## src/core_pkg.sv

```systemverilog
/*
 Shared constants and types for the 8-bit core: phase encoding, register
 file offsets, status bit positions, reset values and instruction encodings.
 Assumes a single 250 MHz core clock and a 12-bit instruction word.
*/
package core_pkg;

   // One-hot phase of the instruction cycle.
   typedef enum logic [3:0] {
      PH_ONE = 4'h1,
      PH_TWO = 4'h2,
      PH_THREE = 4'h4,
      PH_FOUR = 4'h8
   } phase_t;

   // Restart request and its cause; any set bit restarts the core.
   typedef struct packed {
      logic por;
      logic ext_pin;
      logic watchdog;
      logic wake;
   } restart_t;

   // File register offsets.
   localparam logic [4:0] ADDR_INDIRECT = 5'h00;
   localparam logic [4:0] ADDR_TIMER0 = 5'h01;
   localparam logic [4:0] ADDR_PC_LOW = 5'h02;
   localparam logic [4:0] ADDR_STATUS = 5'h03;
   localparam logic [4:0] ADDR_POINTER = 5'h04;
   localparam logic [4:0] ADDR_OSC_TRIM = 5'h05;
   localparam logic [4:0] ADDR_PORT = 5'h06;
   localparam logic [4:0] ADDR_COMPARATOR = 5'h07;
   localparam logic [4:0] GPR_BASE_LARGE = 5'h08;
   localparam logic [4:0] GPR_BASE_SMALL = 5'h10;
   localparam int GPR_DEPTH = 24;

   // Status bit positions.
   localparam int ST_CARRY = 0;
   localparam int ST_DIGIT = 1;
   localparam int ST_ZERO = 2;
   localparam int ST_POWERDOWN = 3;
   localparam int ST_TIMEOUT = 4;
   localparam int ST_PIN_WAKE = 7;

   // Reset values.
   localparam logic [9:0] PC_RESET = 10'h3ff;
   localparam logic [7:0] STATUS_POR = 8'h18;
   localparam logic [7:0] OPTION_RESET = 8'hff;
   localparam logic [7:0] OSC_TRIM_RESET = 8'hfe;
   localparam logic [7:0] COMPARATOR_RESET = 8'hff;
   localparam logic [3:0] PORT_DIR_RESET = 4'hf;
   localparam logic [2:0] POINTER_HIGH = 3'h7;

   // Program counter and implemented-depth masks per variant.
   localparam logic [9:0] PC_MASK_SMALL = 10'h1ff;
   localparam logic [9:0] PC_MASK_LARGE = 10'h3ff;
   localparam logic [9:0] DEPTH_MASK_SMALL = 10'h0ff;
   localparam logic [9:0] DEPTH_MASK_LARGE = 10'h1ff;

   // Instruction encodings.
   localparam logic [11:0] OPC_NOP = 12'h000;
   localparam logic [11:0] OPC_OPTION = 12'h002;
   localparam logic [11:0] OPC_TRIS_PORT = 12'h006;
   localparam logic [6:0] OPC_MOVE_ACC_TO_FILE = 7'h01;
   localparam logic [6:0] OPC_CLEAR_ACC = 7'h02;
   localparam logic [6:0] OPC_FILE_CLEAR = 7'h03;
   localparam logic [5:0] OPC_SUB = 6'h02;
   localparam logic [5:0] OPC_IOR = 6'h04;
   localparam logic [5:0] OPC_AND = 6'h05;
   localparam logic [5:0] OPC_ADD = 6'h07;
   localparam logic [5:0] OPC_MOVE_FILE = 6'h08;
   localparam logic [3:0] OPC_BIT_CLEAR = 4'h4;
   localparam logic [3:0] OPC_BIT_SET = 4'h5;
   localparam logic [3:0] OPC_MOVE_LITERAL = 4'hc;
   localparam logic [2:0] OPC_JUMP = 3'h5;

   // Complete state of the core.
   typedef struct packed {
      logic [9:0] pc;
      logic [9:0] prog_addr;
      logic [11:0] instruction_latch;
      logic [7:0] acc;
      logic [7:0] operand;
      logic [7:0] status;
      logic [4:0] pointer;
      logic [7:0] timer0;
      logic [7:0] osc_trim;
      logic [7:0] comparator;
      logic [3:0] port_latch;
      logic [3:0] port_dir;
      logic [3:0] port_oe;
      logic [7:0] option;
      logic [3:0] pin_meta;
      logic [3:0] pin_sync;
      logic [GPR_DEPTH-1:0][7:0] general_purpose_register;
   } core_state_t;

endpackage

```

## src/core_timing.sv

```systemverilog
/*
 Phase generator and restart combiner for the core.
 Assumes watchdog and wake requests come from logic on sys_clk; the external
 reset pin is asynchronous and is synchronised here.
*/
`timescale 1ns/1ps
`default_nettype none

module core_timing (
   input wire logic sys_clk,
   input wire logic rst,
   input wire logic ext_reset_pin_n,
   input wire logic watchdog_expired,
   input wire logic pin_change_wake,
   output core_pkg::phase_t phase,
   output core_pkg::restart_t restart
);

   typedef struct packed {
      logic pin_meta;
      logic pin_sync;
      logic por_pending;
      core_pkg::phase_t phase;
      core_pkg::restart_t restart;
   } timing_state_t;

   timing_state_t s_ff;
   timing_state_t nxt_s;

   // Clock divided by four into one-hot phases; restarts hold phase four, so phase one follows.
   always_comb begin
      nxt_s = s_ff;
      nxt_s.pin_meta = ext_reset_pin_n;
      nxt_s.pin_sync = s_ff.pin_meta;
      nxt_s.por_pending = 1'b0;
      nxt_s.restart.por = s_ff.por_pending;
      nxt_s.restart.ext_pin = ~s_ff.pin_sync;
      nxt_s.restart.watchdog = watchdog_expired;
      nxt_s.restart.wake = pin_change_wake;
      if (nxt_s.restart != '0) begin
         nxt_s.phase = core_pkg::PH_FOUR;
      end else begin
         nxt_s.phase = core_pkg::phase_t'({s_ff.phase[2:0], s_ff.phase[3]});
      end
   end

   // State register; power-on reset leaves one pending power-up restart.
   always_ff @(posedge sys_clk or posedge rst) begin
      if (rst) begin
         s_ff <= '{pin_meta: 1'b1, pin_sync: 1'b1, por_pending: 1'b1,
                   phase: core_pkg::PH_FOUR, restart: '0};
      end else begin
         s_ff <= nxt_s;
      end
   end

   assign phase = s_ff.phase;
   assign restart = s_ff.restart;

endmodule // core_timing

`default_nettype wire

```

## src/core_fetch_regfile.sv

```systemverilog
/*
 Fetch and execute pipeline with program counter, accumulator and register
 file of a small 8-bit core with 12-bit instructions.
 Assumes program memory outside answers prog_addr with prog_data on sys_clk
 before the fourth phase; port pins are asynchronous.
*/
// Notes on behaviour
// - Clock divided by four into four one-hot phases forming an instruction cycle.
// - Counter advances in phase one; fetched word latched in phase four.
// - Next word is fetched while the previous one executes.
// - Any counter change takes two cycles; the prefetched word is dropped.
// - Operand is read in phase two, destination written in phase four.
// - Small variant has a 9-bit counter over 512 words.
// - Small variant fetch addresses wrap into the first 256 words.
// - Large variant has a 10-bit counter over 1024 words.
// - Large variant fetch addresses wrap into the first 512 words.
// - After any reset fetching effectively starts at address zero.
// - Small variant has seven special and sixteen general registers.
// - Large variant has eight special and twenty-four general registers.
// - Address zero reaches the register that the pointer names.
// - Only the low counter byte is a file register; it resets to ones.
// - Flag-updating writes to status ignore written zero; add, subtract and file clear also ignore written digit and carry.
// - Time-out and power-down flags cannot be written.
// - Clearing status zeroes its upper three bits and sets zero.
// - Power-up, reset pin, watchdog and pin-change wake all restart the core.
// - An 8-bit accumulator without a file address holds operands and results.
// - In subtraction carry and digit carry are inverted borrows.
// - A dedicated instruction copies the accumulator into the config register.
`timescale 1ns/1ps
`default_nettype none

module core_fetch_regfile #(
   parameter bit large_variant = 1'b0
) (
   input wire logic sys_clk,
   input wire logic rst,
   input wire logic ext_reset_pin_n,
   input wire logic watchdog_expired,
   input wire logic pin_change_wake,
   input wire logic [11:0] prog_data,
   input wire logic [3:0] port_pin_in,
   output logic [9:0] prog_addr,
   output logic [3:0] port_pin_out,
   output logic [3:0] port_pin_oe,
   output logic [7:0] option_cfg,
   output logic [7:0] acc_value,
   output core_pkg::phase_t phase
);

   core_pkg::core_state_t s_ff;
   core_pkg::core_state_t nxt_s;
   core_pkg::restart_t restart;

   logic [9:0] pc_mask;
   logic [9:0] depth_mask;
   logic [4:0] gpr_base;
   logic [4:0] eff_addr;
   logic [4:0] gpr_index;
   logic gpr_valid;
   logic [9:0] pc_next;
   logic [7:0] res;
   logic [8:0] sum;
   logic [4:0] nibble_sum;
   logic wr_file;
   logic wr_acc;
   logic upd_zero;
   logic upd_arith;
   logic jump;
   logic [9:0] jump_target;

   // Phase generator and restart combiner.
   core_timing u_core_timing (
      .sys_clk(sys_clk),
      .rst(rst),
      .ext_reset_pin_n(ext_reset_pin_n),
      .watchdog_expired(watchdog_expired),
      .pin_change_wake(pin_change_wake),
      .phase(phase),
      .restart(restart)
   );

   // Variant selection of counter width, implemented depth and register count.
   assign pc_mask = large_variant ? core_pkg::PC_MASK_LARGE : core_pkg::PC_MASK_SMALL;
   assign depth_mask = large_variant ? core_pkg::DEPTH_MASK_LARGE
                                     : core_pkg::DEPTH_MASK_SMALL;
   assign gpr_base = large_variant ? core_pkg::GPR_BASE_LARGE : core_pkg::GPR_BASE_SMALL;

   // Address zero is replaced by the pointer contents.
   assign eff_addr = (s_ff.instruction_latch[4:0] == core_pkg::ADDR_INDIRECT) ?
                     s_ff.pointer : s_ff.instruction_latch[4:0];
   assign gpr_index = eff_addr - core_pkg::GPR_BASE_LARGE;
   assign gpr_valid = (eff_addr >= gpr_base);
   assign pc_next = (s_ff.pc + 10'h001) & pc_mask;

   // Reads one file register; unimplemented addresses read zero.
   function automatic logic [7:0] file_read(input core_pkg::core_state_t st,
                                            input logic [4:0] a,
                                            input logic [4:0] idx,
                                            input logic valid);
      logic [7:0] v;
      v = 8'h00;
      if (a == core_pkg::ADDR_INDIRECT) begin
         v = 8'h00;
      end else if (a == core_pkg::ADDR_TIMER0) begin
         v = st.timer0;
      end else if (a == core_pkg::ADDR_PC_LOW) begin
         v = st.pc[7:0];
      end else if (a == core_pkg::ADDR_STATUS) begin
         v = st.status;
      end else if (a == core_pkg::ADDR_POINTER) begin
         v = {core_pkg::POINTER_HIGH, st.pointer};
      end else if (a == core_pkg::ADDR_OSC_TRIM) begin
         v = st.osc_trim;
      end else if (a == core_pkg::ADDR_PORT) begin
         v = {4'h0, st.pin_sync};
      end else if (a == core_pkg::ADDR_COMPARATOR) begin
         v = large_variant ? st.comparator : 8'h00;
      end else if (valid) begin
         v = st.general_purpose_register[idx];
      end
      return v;
   endfunction

   // Decode of the instruction in the execute slot, done in phase four.
   always_comb begin
      res = 8'h00;
      sum = 9'h000;
      nibble_sum = 5'h00;
      wr_file = 1'b0;
      wr_acc = 1'b0;
      upd_zero = 1'b0;
      upd_arith = 1'b0;
      jump = 1'b0;
      jump_target = {1'b0, s_ff.instruction_latch[8:0]} & pc_mask;
      if (s_ff.instruction_latch[11:9] == core_pkg::OPC_JUMP) begin
         jump = 1'b1;
      end else if (s_ff.instruction_latch[11:8] == core_pkg::OPC_MOVE_LITERAL) begin
         res = s_ff.instruction_latch[7:0];
         wr_acc = 1'b1;
      end else if (s_ff.instruction_latch[11:8] == core_pkg::OPC_BIT_CLEAR) begin
         res = s_ff.operand & ~(8'h01 << s_ff.instruction_latch[7:5]);
         wr_file = 1'b1;
      end else if (s_ff.instruction_latch[11:8] == core_pkg::OPC_BIT_SET) begin
         res = s_ff.operand | (8'h01 << s_ff.instruction_latch[7:5]);
         wr_file = 1'b1;
      end else if (s_ff.instruction_latch[11:5] == core_pkg::OPC_MOVE_ACC_TO_FILE) begin
         res = s_ff.acc;
         wr_file = 1'b1;
      end else if (s_ff.instruction_latch[11:5] == core_pkg::OPC_FILE_CLEAR) begin
         res = 8'h00;
         wr_file = 1'b1;
         upd_zero = 1'b1;
      end else if (s_ff.instruction_latch[11:5] == core_pkg::OPC_CLEAR_ACC) begin
         res = 8'h00;
         wr_acc = 1'b1;
         upd_zero = 1'b1;
      end else if (s_ff.instruction_latch[11:6] == core_pkg::OPC_ADD) begin
         sum = {1'b0, s_ff.operand} + {1'b0, s_ff.acc};
         nibble_sum = {1'b0, s_ff.operand[3:0]} + {1'b0, s_ff.acc[3:0]};
         res = sum[7:0];
         upd_zero = 1'b1;
         upd_arith = 1'b1;
      end else if (s_ff.instruction_latch[11:6] == core_pkg::OPC_SUB) begin
         // Adding the complement plus one leaves carry set when no borrow occurred.
         sum = {1'b0, s_ff.operand} + {1'b0, ~s_ff.acc} + 9'h001;
         nibble_sum = {1'b0, s_ff.operand[3:0]} + {1'b0, ~s_ff.acc[3:0]} + 5'h01;
         res = sum[7:0];
         upd_zero = 1'b1;
         upd_arith = 1'b1;
      end else if (s_ff.instruction_latch[11:6] == core_pkg::OPC_AND) begin
         res = s_ff.operand & s_ff.acc;
         upd_zero = 1'b1;
      end else if (s_ff.instruction_latch[11:6] == core_pkg::OPC_IOR) begin
         res = s_ff.operand | s_ff.acc;
         upd_zero = 1'b1;
      end else if (s_ff.instruction_latch[11:6] == core_pkg::OPC_MOVE_FILE) begin
         res = s_ff.operand;
         upd_zero = 1'b1;
      end
      // Arithmetic forms pick accumulator or file by the destination bit.
      if (upd_arith || (upd_zero && s_ff.instruction_latch[11:6] != 6'h00 &&
                        !wr_acc && !wr_file)) begin
         wr_file = s_ff.instruction_latch[5];
         wr_acc = ~s_ff.instruction_latch[5];
      end
      // A write to the low counter byte changes the counter.
      if (wr_file && eff_addr == core_pkg::ADDR_PC_LOW) begin
         jump = 1'b1;
         jump_target = {2'b00, res} & pc_mask;
      end
   end

   // Next state of the whole core.
   always_comb begin
      nxt_s = s_ff;
      nxt_s.pin_meta = port_pin_in;
      nxt_s.pin_sync = s_ff.pin_meta;
      nxt_s.port_oe = ~s_ff.port_dir & 4'h7;
      if (restart != '0) begin
         // Every restart source puts the core back on the reset vector.
         nxt_s.pc = core_pkg::PC_RESET & pc_mask;
         nxt_s.instruction_latch = core_pkg::OPC_NOP;
         nxt_s.option = core_pkg::OPTION_RESET;
         nxt_s.port_dir = core_pkg::PORT_DIR_RESET;
         nxt_s.comparator = core_pkg::COMPARATOR_RESET;
         nxt_s.status[7:5] = 3'h0;
         if (restart.por) begin
            nxt_s.status = core_pkg::STATUS_POR;
            nxt_s.osc_trim = core_pkg::OSC_TRIM_RESET;
         end else if (restart.watchdog) begin
            nxt_s.status[core_pkg::ST_TIMEOUT] = 1'b0;
         end else if (restart.wake && !restart.ext_pin) begin
            nxt_s.status[core_pkg::ST_PIN_WAKE] = 1'b1;
            nxt_s.status[core_pkg::ST_POWERDOWN] = 1'b0;
         end
      end else begin
         case (phase)
            core_pkg::PH_ONE: begin
               // Fetch address leaves the counter, wrapped to the implemented depth.
               nxt_s.pc = pc_next;
               nxt_s.prog_addr = pc_next & depth_mask;
            end
            core_pkg::PH_TWO: begin
               nxt_s.operand = file_read(s_ff, eff_addr, gpr_index, gpr_valid);
            end
            core_pkg::PH_THREE: begin
               nxt_s.operand = s_ff.operand;
            end
            core_pkg::PH_FOUR: begin
               if (s_ff.instruction_latch == core_pkg::OPC_OPTION) begin
                  nxt_s.option = s_ff.acc;
               end else if (s_ff.instruction_latch == core_pkg::OPC_TRIS_PORT) begin
                  nxt_s.port_dir = s_ff.acc[3:0];
               end
               if (wr_acc) begin
                  nxt_s.acc = res;
               end
               // Destination write; address zero with pointer zero writes nothing.
               if (wr_file) begin
                  if (eff_addr == core_pkg::ADDR_INDIRECT) begin
                     nxt_s.timer0 = s_ff.timer0;
                  end else if (eff_addr == core_pkg::ADDR_TIMER0) begin
                     nxt_s.timer0 = res;
                  end else if (eff_addr == core_pkg::ADDR_STATUS) begin
                     nxt_s.status[7:5] = res[7:5];
                     if (!upd_zero) begin
                        nxt_s.status[core_pkg::ST_ZERO] = res[core_pkg::ST_ZERO];
                     end
                     // A file clear touches only the zero flag and the upper three bits.
                     if (!upd_arith &&
                         s_ff.instruction_latch[11:5] != core_pkg::OPC_FILE_CLEAR) begin
                        nxt_s.status[core_pkg::ST_DIGIT] = res[core_pkg::ST_DIGIT];
                        nxt_s.status[core_pkg::ST_CARRY] = res[core_pkg::ST_CARRY];
                     end
                  end else if (eff_addr == core_pkg::ADDR_POINTER) begin
                     nxt_s.pointer = res[4:0];
                  end else if (eff_addr == core_pkg::ADDR_OSC_TRIM) begin
                     nxt_s.osc_trim = res;
                  end else if (eff_addr == core_pkg::ADDR_PORT) begin
                     nxt_s.port_latch = res[3:0];
                  end else if (eff_addr == core_pkg::ADDR_COMPARATOR) begin
                     if (large_variant) begin
                        nxt_s.comparator = res;
                     end
                  end else if (gpr_valid) begin
                     nxt_s.general_purpose_register[gpr_index] = res;
                  end
               end
               // Flags follow the result, overriding any write to status.
               if (upd_zero) begin
                  nxt_s.status[core_pkg::ST_ZERO] = (res == 8'h00);
               end
               if (upd_arith) begin
                  nxt_s.status[core_pkg::ST_CARRY] = sum[8];
                  nxt_s.status[core_pkg::ST_DIGIT] = nibble_sum[4];
               end
               // The fetched word is latched, or dropped when the counter changed.
               // The counter holds the last fetched address, so it is left one short of
               // the target; the next phase one then fetches the target word itself.
               if (jump) begin
                  nxt_s.pc = (jump_target - 10'h001) & pc_mask;
                  nxt_s.instruction_latch = core_pkg::OPC_NOP;
               end else begin
                  nxt_s.instruction_latch = prog_data;
               end
            end
            default: begin
               nxt_s.operand = s_ff.operand;
            end
         endcase
      end
   end

   // State register.
   always_ff @(posedge sys_clk or posedge rst) begin
      if (rst) begin
         s_ff <= '{pc: core_pkg::PC_RESET, prog_addr: 10'h000,
                   instruction_latch: core_pkg::OPC_NOP, acc: 8'h00,
                   operand: 8'h00, status: core_pkg::STATUS_POR, pointer: 5'h00,
                   timer0: 8'h00, osc_trim: core_pkg::OSC_TRIM_RESET,
                   comparator: core_pkg::COMPARATOR_RESET, port_latch: 4'h0,
                   port_dir: core_pkg::PORT_DIR_RESET, port_oe: 4'h0,
                   option: core_pkg::OPTION_RESET, pin_meta: 4'h0, pin_sync: 4'h0,
                   general_purpose_register: '0};
      end else begin
         s_ff <= nxt_s;
      end
   end

   // Outputs straight from the state register.
   assign prog_addr = s_ff.prog_addr;
   assign port_pin_out = s_ff.port_latch;
   assign port_pin_oe = s_ff.port_oe;
   assign option_cfg = s_ff.option;
   assign acc_value = s_ff.acc;

endmodule // core_fetch_regfile

`default_nettype wire

```

## config.mk

```make
export PLATFORM = sky130hd
export DESIGN_NAME = core_fetch_regfile
export DESIGN_NICKNAME = d
export VERILOG_FILES = /design/src/core_pkg.sv /design/src/core_timing.sv /design/src/core_fetch_regfile.sv
export SDC_FILE = /design/constraint.sdc
export NUM_CORES = 1
export LEC_CHECK = 0
export CORE_ASPECT_RATIO = 0.6
export CORE_MARGIN = 3
export CORE_UTILIZATION = 40
export DETAILED_ROUTE_END_ITERATION = 16
export DONT_BUFFER_PORTS = 1
export GPL_TIMING_DRIVEN = 1
export PLACE_DENSITY = 0.58
export SYNTH_ARGS = -nofsm -noshare
export SYNTH_HDL_FRONTEND = slang
export SYNTH_SLANG_ARGS = --single-unit
```

## constraint.sdc

```tcl
create_clock -name sys_clk -period 12.3 [get_ports sys_clk]
set_input_delay 3.075 -clock sys_clk [delete_from_list [all_inputs] [get_ports sys_clk]]
set_output_delay 3.075 -clock sys_clk [all_outputs]
set_load 0.1 [all_outputs]
```

# Word-level counts from Yosys, hierarchy flattened
# Cells that the tools add are included.
[word_totals]
ff_bits = 303
in_bits = 21
output_inout_bits = 38
elab_cells = 301
[op_classes]
n_addsub = 9
n_lt_le_gt_ge = 3
n_eq_ne = 37
shifts = 1
n_mux = 134
n_bitwise = 18
reduce_logical = 48
[op_table]
columns = ["cell", "count"]
rows = [
  ["2-to-1 mux 8 bit", 38],
  ["bitwise mux 192 bit", 1],
  ["2-to-1 mux 9 bit", 12],
  ["2-to-1 mux 5 bit", 12],
  ["2-to-1 mux 24 bit", 2],
  ["2-to-1 mux 1 bit", 46],
  ["binary-select mux 8 bit (select 5 bit)", 1],
  ["demux 8 bit (select 5 bit)", 1],
  ["2-to-1 mux 3 bit", 13],
  ["2-to-1 mux 12 bit", 2],
  ["== test 5 x 3 -> 1 bit (second input constant)", 4],
  ["2-to-1 mux 20 bit", 1],
  ["adder 8 x 8 -> 9 bit", 2],
  ["adder 9 x 1 -> 9 bit (second input constant)", 2],
  ["== test 6 x 3 -> 1 bit (second input constant)", 3],
  ["case mux 9 bit (2 select lines)", 1],
  ["nonzero test 3 bit", 6],
  ["AND 8 bit", 2],
  ["inverter 8 bit", 2],
  ["bitwise OR 8 bit", 2],
  ["nonzero test 2 bit", 8],
  ["inequality test 3 bit (second input constant)", 5],
  ["== test 7 x 2 -> 1 bit (second input constant)", 2],
  ["AND reduction 7 bit", 2],
  ["other kinds (42)", 80],
]

# Depth between registers and ports, before layout
# Gate-level depths: netlist of run 1.
[logic_depth]
ltp_word = 24
mapped_depth = 15
depth_no_buf = 14

# Hierarchy
# From an unflattened synthesis of run 1, not the netlist that was laid out.
[hier_totals]
cells_unflattened = 1837
area_unflattened_um2 = 16296.9
[modules_own_cells]
columns = ["mod", "n_inst", "cells_per_inst", "area_each_um2", "seq_area_each_um2"]
rows = [
  ["core_fetch_regfile", 1, 1810, 15896.5, 7317.0],
  ["core_timing", 1, 27, 400.4, 280.3],
]

# Worst setup path before layout of run 1
# No wires, ideal clock.
[synth_path]
kind = "reg-to-output"
start = "reg u_core_timing.s_ff, in the netlist u_core_timing.phase[3]"
end = "out phase[3]"
arrival_ns = 0.804
t_required_ns = 9.225
setup_slack_ns = 8.421
path_stages_with_launch = 2
n_path_buf = 1
cell_sequence = "dfstp_2 buf_4"
[synth_lines]
columns = ["item", "line_no", "text"]
rows = [
  ["start: declaration", "core_timing.sv:27", "timing_state_t s_ff;"],
  ["start signal: assignment", "core_timing.sv:50", "s_ff <= '{pin_meta: 1'b1, pin_sync: 1'b1, por_pending: 1'b1,"],
  ["start signal: assignment", "core_timing.sv:53", "s_ff <= nxt_s;"],
  ["end: declaration", "core_fetch_regfile.sv:47", "output core_pkg::phase_t phase"],
]
# No word-level cell between the ends.

# Worst setup path in the final report of run 1
[layout_path]
start = "reg s_ff, in the netlist acc_value[7]"
end = "out acc_value[7]"
[layout_lines]
columns = ["item", "line_no", "text"]
rows = [
  ["start: declaration", "core_fetch_regfile.sv:50", "core_pkg::core_state_t s_ff;"],
  ["start signal: assignment", "core_fetch_regfile.sv:297", "s_ff <= '{pc: core_pkg::PC_RESET, prog_addr: 10'h000,"],
  ["start signal: assignment", "core_fetch_regfile.sv:306", "s_ff <= nxt_s;"],
  ["end: declaration", "core_fetch_regfile.sv:46", "output logic [7:0] acc_value,"],
]
# No word-level cell between the ends.

==> impl_metrics.yaml, run 1 <==
run_status:
  status: "completed"
drt:
  first_iter_violations: 1561
  antenna_left: 0
  vias: 12320
  wirelength_mm: 46.93
  wl_per_cell_um: 22.75
  drtPass1Iterations: 5
  via_per_inst: 5.971
  route.detailed.drc: 0
run:
  cap_violations: 0
cts:
  clk_pin_slew_ns: 0.07
  cts_buffer_depth: 3
  cts-htree-levels: 1
  cts_hold_buffers: 0
  cts_tree: "done"
  clock-sinks: 302
  worstSkewPairLatency_ns: 0.58
  cts_setup_buffers: 0
  ctsResizeCount: 0
  cts_made_buffers: 29
  cts_root_buf: "clkbuf_16"
hold_path:
  hold_class: "reg -> reg"
  hold-path-cell-count: 0
  hp-start: "nxt_s[192]"
  hold_path_end: "s_ff[192]"
synth:
  muxShareOfSynthArea_pct: 8.448
  synth.avg_cell_area_um2: 9.810
  ys_seq_area_share_pct: 47.81
  yosysUniqueCellTypes: 99
  ys.flop_type: "dfrtp_1"
  synthSimpleGateAreaFrac_pct: 17.09
  synth_xor_area_share_pct: 0.9920
  postSynthCellCount: 1620
  yosysWarnings: 0
  ys_ff_latch: 302
  syn_area_mm2: 0.01589
  synth_top_family_by_area: "compound AO/OA/AOI/OAI gates"
  synthAdderAreaFrac_pct: 2.535
  synth-compound-area-share_pct: 17.31
  synthArstFlopShare_pct: 100.0
  synth-edff-count: 0
floorplan:
  core_area_mm2: 0.03840
  ios: 59
  die_h_um: 160.4
  die_w_um: 263.3
  initial_utilization_pct: 41.38
  die_area_mm2: 0.04224
  fp-row-count: 55
power_and_ir_drop:
  p_leak_nw: 6.994
  power_w: 0.001984
  powerDensity_mw_per_mm2: 117.0
  vdd_drop_max_mv: 0.1085
setup_path:
  cp_data_arrival_time_ns: 1.70
  cp_max_fo: 6
  cp-end-kind: "output port"
  reg2reg_slack_ns: 7.71
  r2r_cells: 12
  worstPathRequired_ns: 9.22
  critPathKind: "reg -> out"
  cp-start-kind: "flop"
  reg2reg_to: "s_ff[235]"
  r2r_start: "acc_value[1]"
sta:
  skew_ns: 0.02622
  relSlewSlack_pct: 21.23
  setup_viol: 0
  tightest_slew_ns: 1.182
  tns_ns: 0
  clock.fmax_ghz: 0.2096
  period_minus_slack_ns: 4.770
  finalMaxSlewViolations: 0
  holdWs_ns: 0.3546
  rsz0062_at_grt: "no"
  finalCritPeriodShare_pct: 38.78
  hold_violations: 0
final_layout:
  seqCellArea_mm2: 0.007597
  diodes: 0
  fillCellCount: 3700
  multi_input_area_mm2: 0.007460
  finalNetCount: 1580
  drive_above_1_share_pct: 13.16
  syn_to_final_growth_pct: 6.700
global_routing:
  gr-usage-met3_pct: 5.436
  grt_start_max_net_pins: 169
  grt_usage_pct: 21.86
  grt_pass1_vias: 11450
  grt_pass1_wl_mm: 72.59
  grtUsageMet1_pct: 37.52
  top_usage_layer: "met1"
  grt-ovfl-total: 0
  met2_usage_pct: 27.10
  antenna_found_initial: 1
placed_design:
  place_hpwl_mm: 31.88
  port_buffers: 0
  gp_congestion: 0.9399
==> layout make-up <==
| class | count | area share (%) |
|---|---|---|
| repair buffers | 24 | 1.136 |
| well taps | 513 | 3.785 |
| clock inverters | 9 | 0.5534 |
| inverters | 35 | 0.8191 |
| multi-input cells | 1136 | 43.99 |
| flip-flops and latches | 302 | 44.81 |
| clock buffers | 44 | 4.907 |
==> per-stage QoR <==
step	utilization [%]	setup slack, ns	area (um2)	std cells
after detailed placement	41.75	7.635	16030	2010
after CTS	44.16	7.508	16960	2063
final	44.16	7.530	16960	2063
after floorplan	-	0.9320	15900	1623
after global placement	41.75	7.656	16030	2010
after global routing	44.16	7.433	16960	2063
==> metal layers <==
layer / vias to the layer above / wire (um) / share of wire [%]
met4: 0 / 580 / 1.2
met1: 6123 / 24070 / 51
met3: 48 / 5023 / 11
met2: 594 / 17260 / 37
li1: 5553 / - / -
met5: - / 0 / 0
==> logic make-up after synthesis <==
family	count (synthesis)
adders and majority gates	31
muxes	80
DFF	302
other	1
xor gates and xnor gates	18
buffers and inverters	185
AOI/OAI and AO/OA	443
and+or+nand+nor	560
==> worst max-delay path by stage <==
stage,from,to,slack (ns),depth (start not counted)
after floorplan,rst,acc_value[0],0.93,1
final,acc_value[7],acc_value[7],7.53,0
after detailed placement,rst,prog_addr[2],7.64,2
after global routing,acc_value[1],s_ff[235],7.43,12
after global placement,rst,prog_addr[1],7.66,2
after CTS,acc_value[1],acc_value[1],7.51,0
==> state kept, by name, indices dropped and copies added (netlist names) <==
name	cells
acc_value	8
nxt_s	4
option_cfg	8
port_pin_oe	3
port_pin_out	4
prog_addr	8
s_ff	256
u_core_timing.nxt_s	2
u_core_timing.phase	4
u_core_timing.restart	4
u_core_timing.s_ff	1
==> cells in the final DEF, fill, tap and decap left out, types with 7 or more instances in the layout <==
master       n
dfrtp_1    270
o211ai_1     7
nor3_1      19
buf_4       23
ha_1        29
dfstp_2     32
nand3_2      9
and2_1      14
clkbuf_16   29
mux2i_1     25
inv_1       33
a22o_1      18
a21o_1      11
mux2_2      13
mux4_2      42
a221o_1      7
nand2b_1     8
nand4_1     21
a31oi_1     11
o21ai_0    254
clkbuf_1    10
nor2_1      61
nand3_1     37
nand2_1    319
nor2b_1      9
xor2_1       9
a21oi_1     37
and3_1      14
xnor2_1      9
==> cell usage after synthesis, types with 7 or more instances <==
| cell | number | area [um2] |
|---|---|---|
| a31oi_1 | 12 | 75.07 |
| nand4_1 | 21 | 131.4 |
| nor3_1 | 19 | 95.09 |
| o21ai_0 | 255 | 1276 |
| and3_1 | 14 | 87.58 |
| dfstp_2 | 32 | 840.8 |
| a221o_1 | 7 | 70.07 |
| xor2_1 | 9 | 78.83 |
| ha_1 | 29 | 362.9 |
| nor2b_1 | 9 | 56.30 |
| a21o_1 | 12 | 90.09 |
| nand3_2 | 9 | 90.09 |
| a22o_1 | 18 | 157.7 |
| buf_4 | 45 | 337.8 |
| clkbuf_1 | 66 | 247.7 |
| xnor2_1 | 9 | 78.83 |
| a21oi_1 | 40 | 200.2 |
| nand2_1 | 319 | 1197 |
| buf_2 | 33 | 165.2 |
| inv_1 | 34 | 127.6 |
| nor2_1 | 61 | 229.0 |
| dfrtp_1 | 270 | 6756 |
| nand2b_1 | 8 | 50.05 |
| mux4_2 | 42 | 945.9 |
| mux2_2 | 13 | 146.4 |
| and2_1 | 14 | 87.58 |
| mux2i_1 | 25 | 250.2 |
| nand3_1 | 37 | 185.2 |
| o211ai_1 | 7 | 52.55 |
==> power breakdown <==
| part | internal [W] | switching, W | total (W) | leakage (nW) |
|---|---|---|---|---|
| Clock | 0.000490 | 0.000396 | 0.000886 | 0.447 |
| Sequential | 0.00100 | 0.0000131 | 0.00102 | 4.08 |
| Combinational | 0.0000215 | 0.0000602 | 0.0000817 | 2.47 |
No activity file was read; power rests on OpenSTA's default activity.
==> inputs of run 2 (changes only) <==
- PLACE_DENSITY: 0.58 -> 0.6
- clock period: 12.3 -> 3.8 ns (I/O delays scaled with it)
==> run 2 against run 1 <==
Compared with the run above:
- sequential share of layout area shrank 1.5 points
- die area is the same
- largest cell class unchanged
- cell count grew 2.8%
- clock power increased to 3.4 times the previous value
- via count grew 1.1%
- combinational power rose to 3.7 times the previous value
- hold slack got worse by 0.018 ns
- wire length increased by 5.1%
- register-to-register slack got worse by 7.6 ns
- clock skew is 0.0015 ns lower
==> impl_metrics.yaml, run 2 (synthesis results as in run 1) <==
global_routing:
  grt_pass1_wl_mm: 75.29
  grt_usage_pct: 23.00
  grt_start_max_net_pins: 105
  grt_pass1_vias: 11700
  antenna_found_initial: 0
  grt-ovfl-total: 0
run_status:
  status: "completed"
floorplan:
  die_h_um: 160.4
  core_area_mm2: 0.03840
  die_w_um: 263.3
  ios: 59
  fp-row-count: 55
  initial_utilization_pct: 41.38
  die_area_mm2: 0.04224
final_layout:
  fin_util_pct: 45.69
  registers.top_by_ff_count: "s_ff"
  drive_above_1_share_pct: 16.92
  diodes: 0
  final_cell_mix: "nand2_1, dfrtp_1, o21ai_0"
  fin_area_mm2: 0.01754
  layout.cells.most_common: "nand2_1"
  largest_reg_flops: 256
  finalNetCount: 1638
  finalNonFillerCells: 2121
  syn_to_final_growth_pct: 10.39
sta:
  hold_violations: 0
  finalCritPeriodShare_pct: 98.34
  tns_ns: 0
  setup_viol: 0
  clock.fmax_ghz: 0.2676
  relSlewSlack_pct: 19.27
  tightest_slew_ns: 1.202
  skew_ns: 0.02473
  period_minus_slack_ns: 3.737
  rsz0062_at_grt: "no"
  finalMaxSlewViolations: 0
setup_path:
  crit_path_cell_trace: "nor3_2, and2_0, a221oi_1, a31o_2, buf_4, nand2_1, o31ai_1, a21oi_1, a2111oi_2, buf_4, o32a_1"
  cpPeakStageDelay_ns: 0.68
  slowest_stage: "dfrtp_1"
  crit_top_cell: "buf_4"
  cp-start-kind: "flop"
  cp_max_fo: 18
  cp-end-kind: "flop"
  path_buf_inv: 2
  critPathKind: "reg -> reg"
  cp_top_family: "compound AO/OA/AOI/OAI gates"
  cp_data_arrival_time_ns: 4.24
  worstPathRequired_ns: 4.31
cts:
  cts-htree-levels: 1
  clock-sinks: 302
  worstSkewPairLatency_ns: 0.58
  cts_root_buf: "clkbuf_16"
  cts_tree: "done"
  clk_pin_slew_ns: 0.07
  cts_hold_buffers: 0
  cts_made_buffers: 28
  cts_buffer_depth: 3
drt:
  vias: 12460
  wirelength_mm: 49.31
  drtPass1Iterations: 6
  wl_per_cell_um: 23.25
  antenna_left: 0
  route.detailed.drc: 0
  first_iter_violations: 1599
  via_per_inst: 5.874
power_and_ir_drop:
  p_leak_nw: 7.334
  powerDensity_mw_per_mm2: 376.4
  power_w: 0.006603
  vdd_drop_max_mv: 0.3089
placed_design:
  dpl.cell_count: 2068
  post_dp_cell_area_mm2: 0.01655
  port_buffers: 0
  place_hpwl_mm: 35.41
  gp_congestion: 0.9721
hold_path:
  hold_class: "in -> async"
run:
  cap_violations: 0
## run 2: repair_timing
item,CTS,global route
endpoints found under the setup margin,1,25
pin swaps,1,0
buffers inserted,1,0
gates resized for setup,3,6
cloned,0,0
## run 2: stage by stage
| step | setup slack [ns] | hold WS, ns |
|---|---|---|
| 5_1_grt | 0.008515 | 0.3414 |
| 3_5_place_dp | -0.2511 | 0.3403 |
| 3_3_place_gp | -0.4392 | 0.3381 |
| 6_report | 0.06311 | 0.3363 |
| 4_1_cts | 0.06336 | 0.3299 |
| 2_1_floorplan | -1.139 | 0.3312 |
## run 2: worst paths after layout
| path | start | end | slack (ns) | cells after the start |
|---|---|---|---|---|
| min in group sys_clk | u_core_timing.nxt_s[9] | u_core_timing.s_ff[9] | 0.36 | 0 |
| max in group asynchronous | rst | s_ff[170] | 2.51 | 2 |
| setup / recovery | s_ff[283] | s_ff[298] | 0.06 | 11 |
| hold / removal | rst | s_ff[246] | 0.34 | 1 |
| setup reg to reg | s_ff[283] | s_ff[298] | 0.06 | 11 |
| hold reg to reg | u_core_timing.nxt_s[9] | u_core_timing.s_ff[9] | 0.36 | 0 |
## run 2: cell type report
class                   instances  area [um2]
clock buffers                  36       762.0
clock inverters                16       197.7
fillers                      3636       20860
inverters                      35       135.1
multi-input cells            1136        7483
flip-flops and latches        302        7600
well taps                     513       641.9
repair buffers                 83       723.2
## run 2: report_power, final
group | switching (W) | leakage [nW] | internal [W]
clock network | 0.00132 | 0.461 | 0.00170
registers | 0.0000318 | 4.08 | 0.00325
logic | 0.000216 | 2.79 | 0.0000863
total | 0.00157 | 7.33 | 0.00503
## run 2: per-layer routing
layer	up-vias	GRT usage [%]	wire length [um]
met5	-	1.689	86
met4	2	2.853	608
met3	56	8.559	6153
met2	554	28.59	18300
met1	6198	37.51	24160
li1	5649	-	-
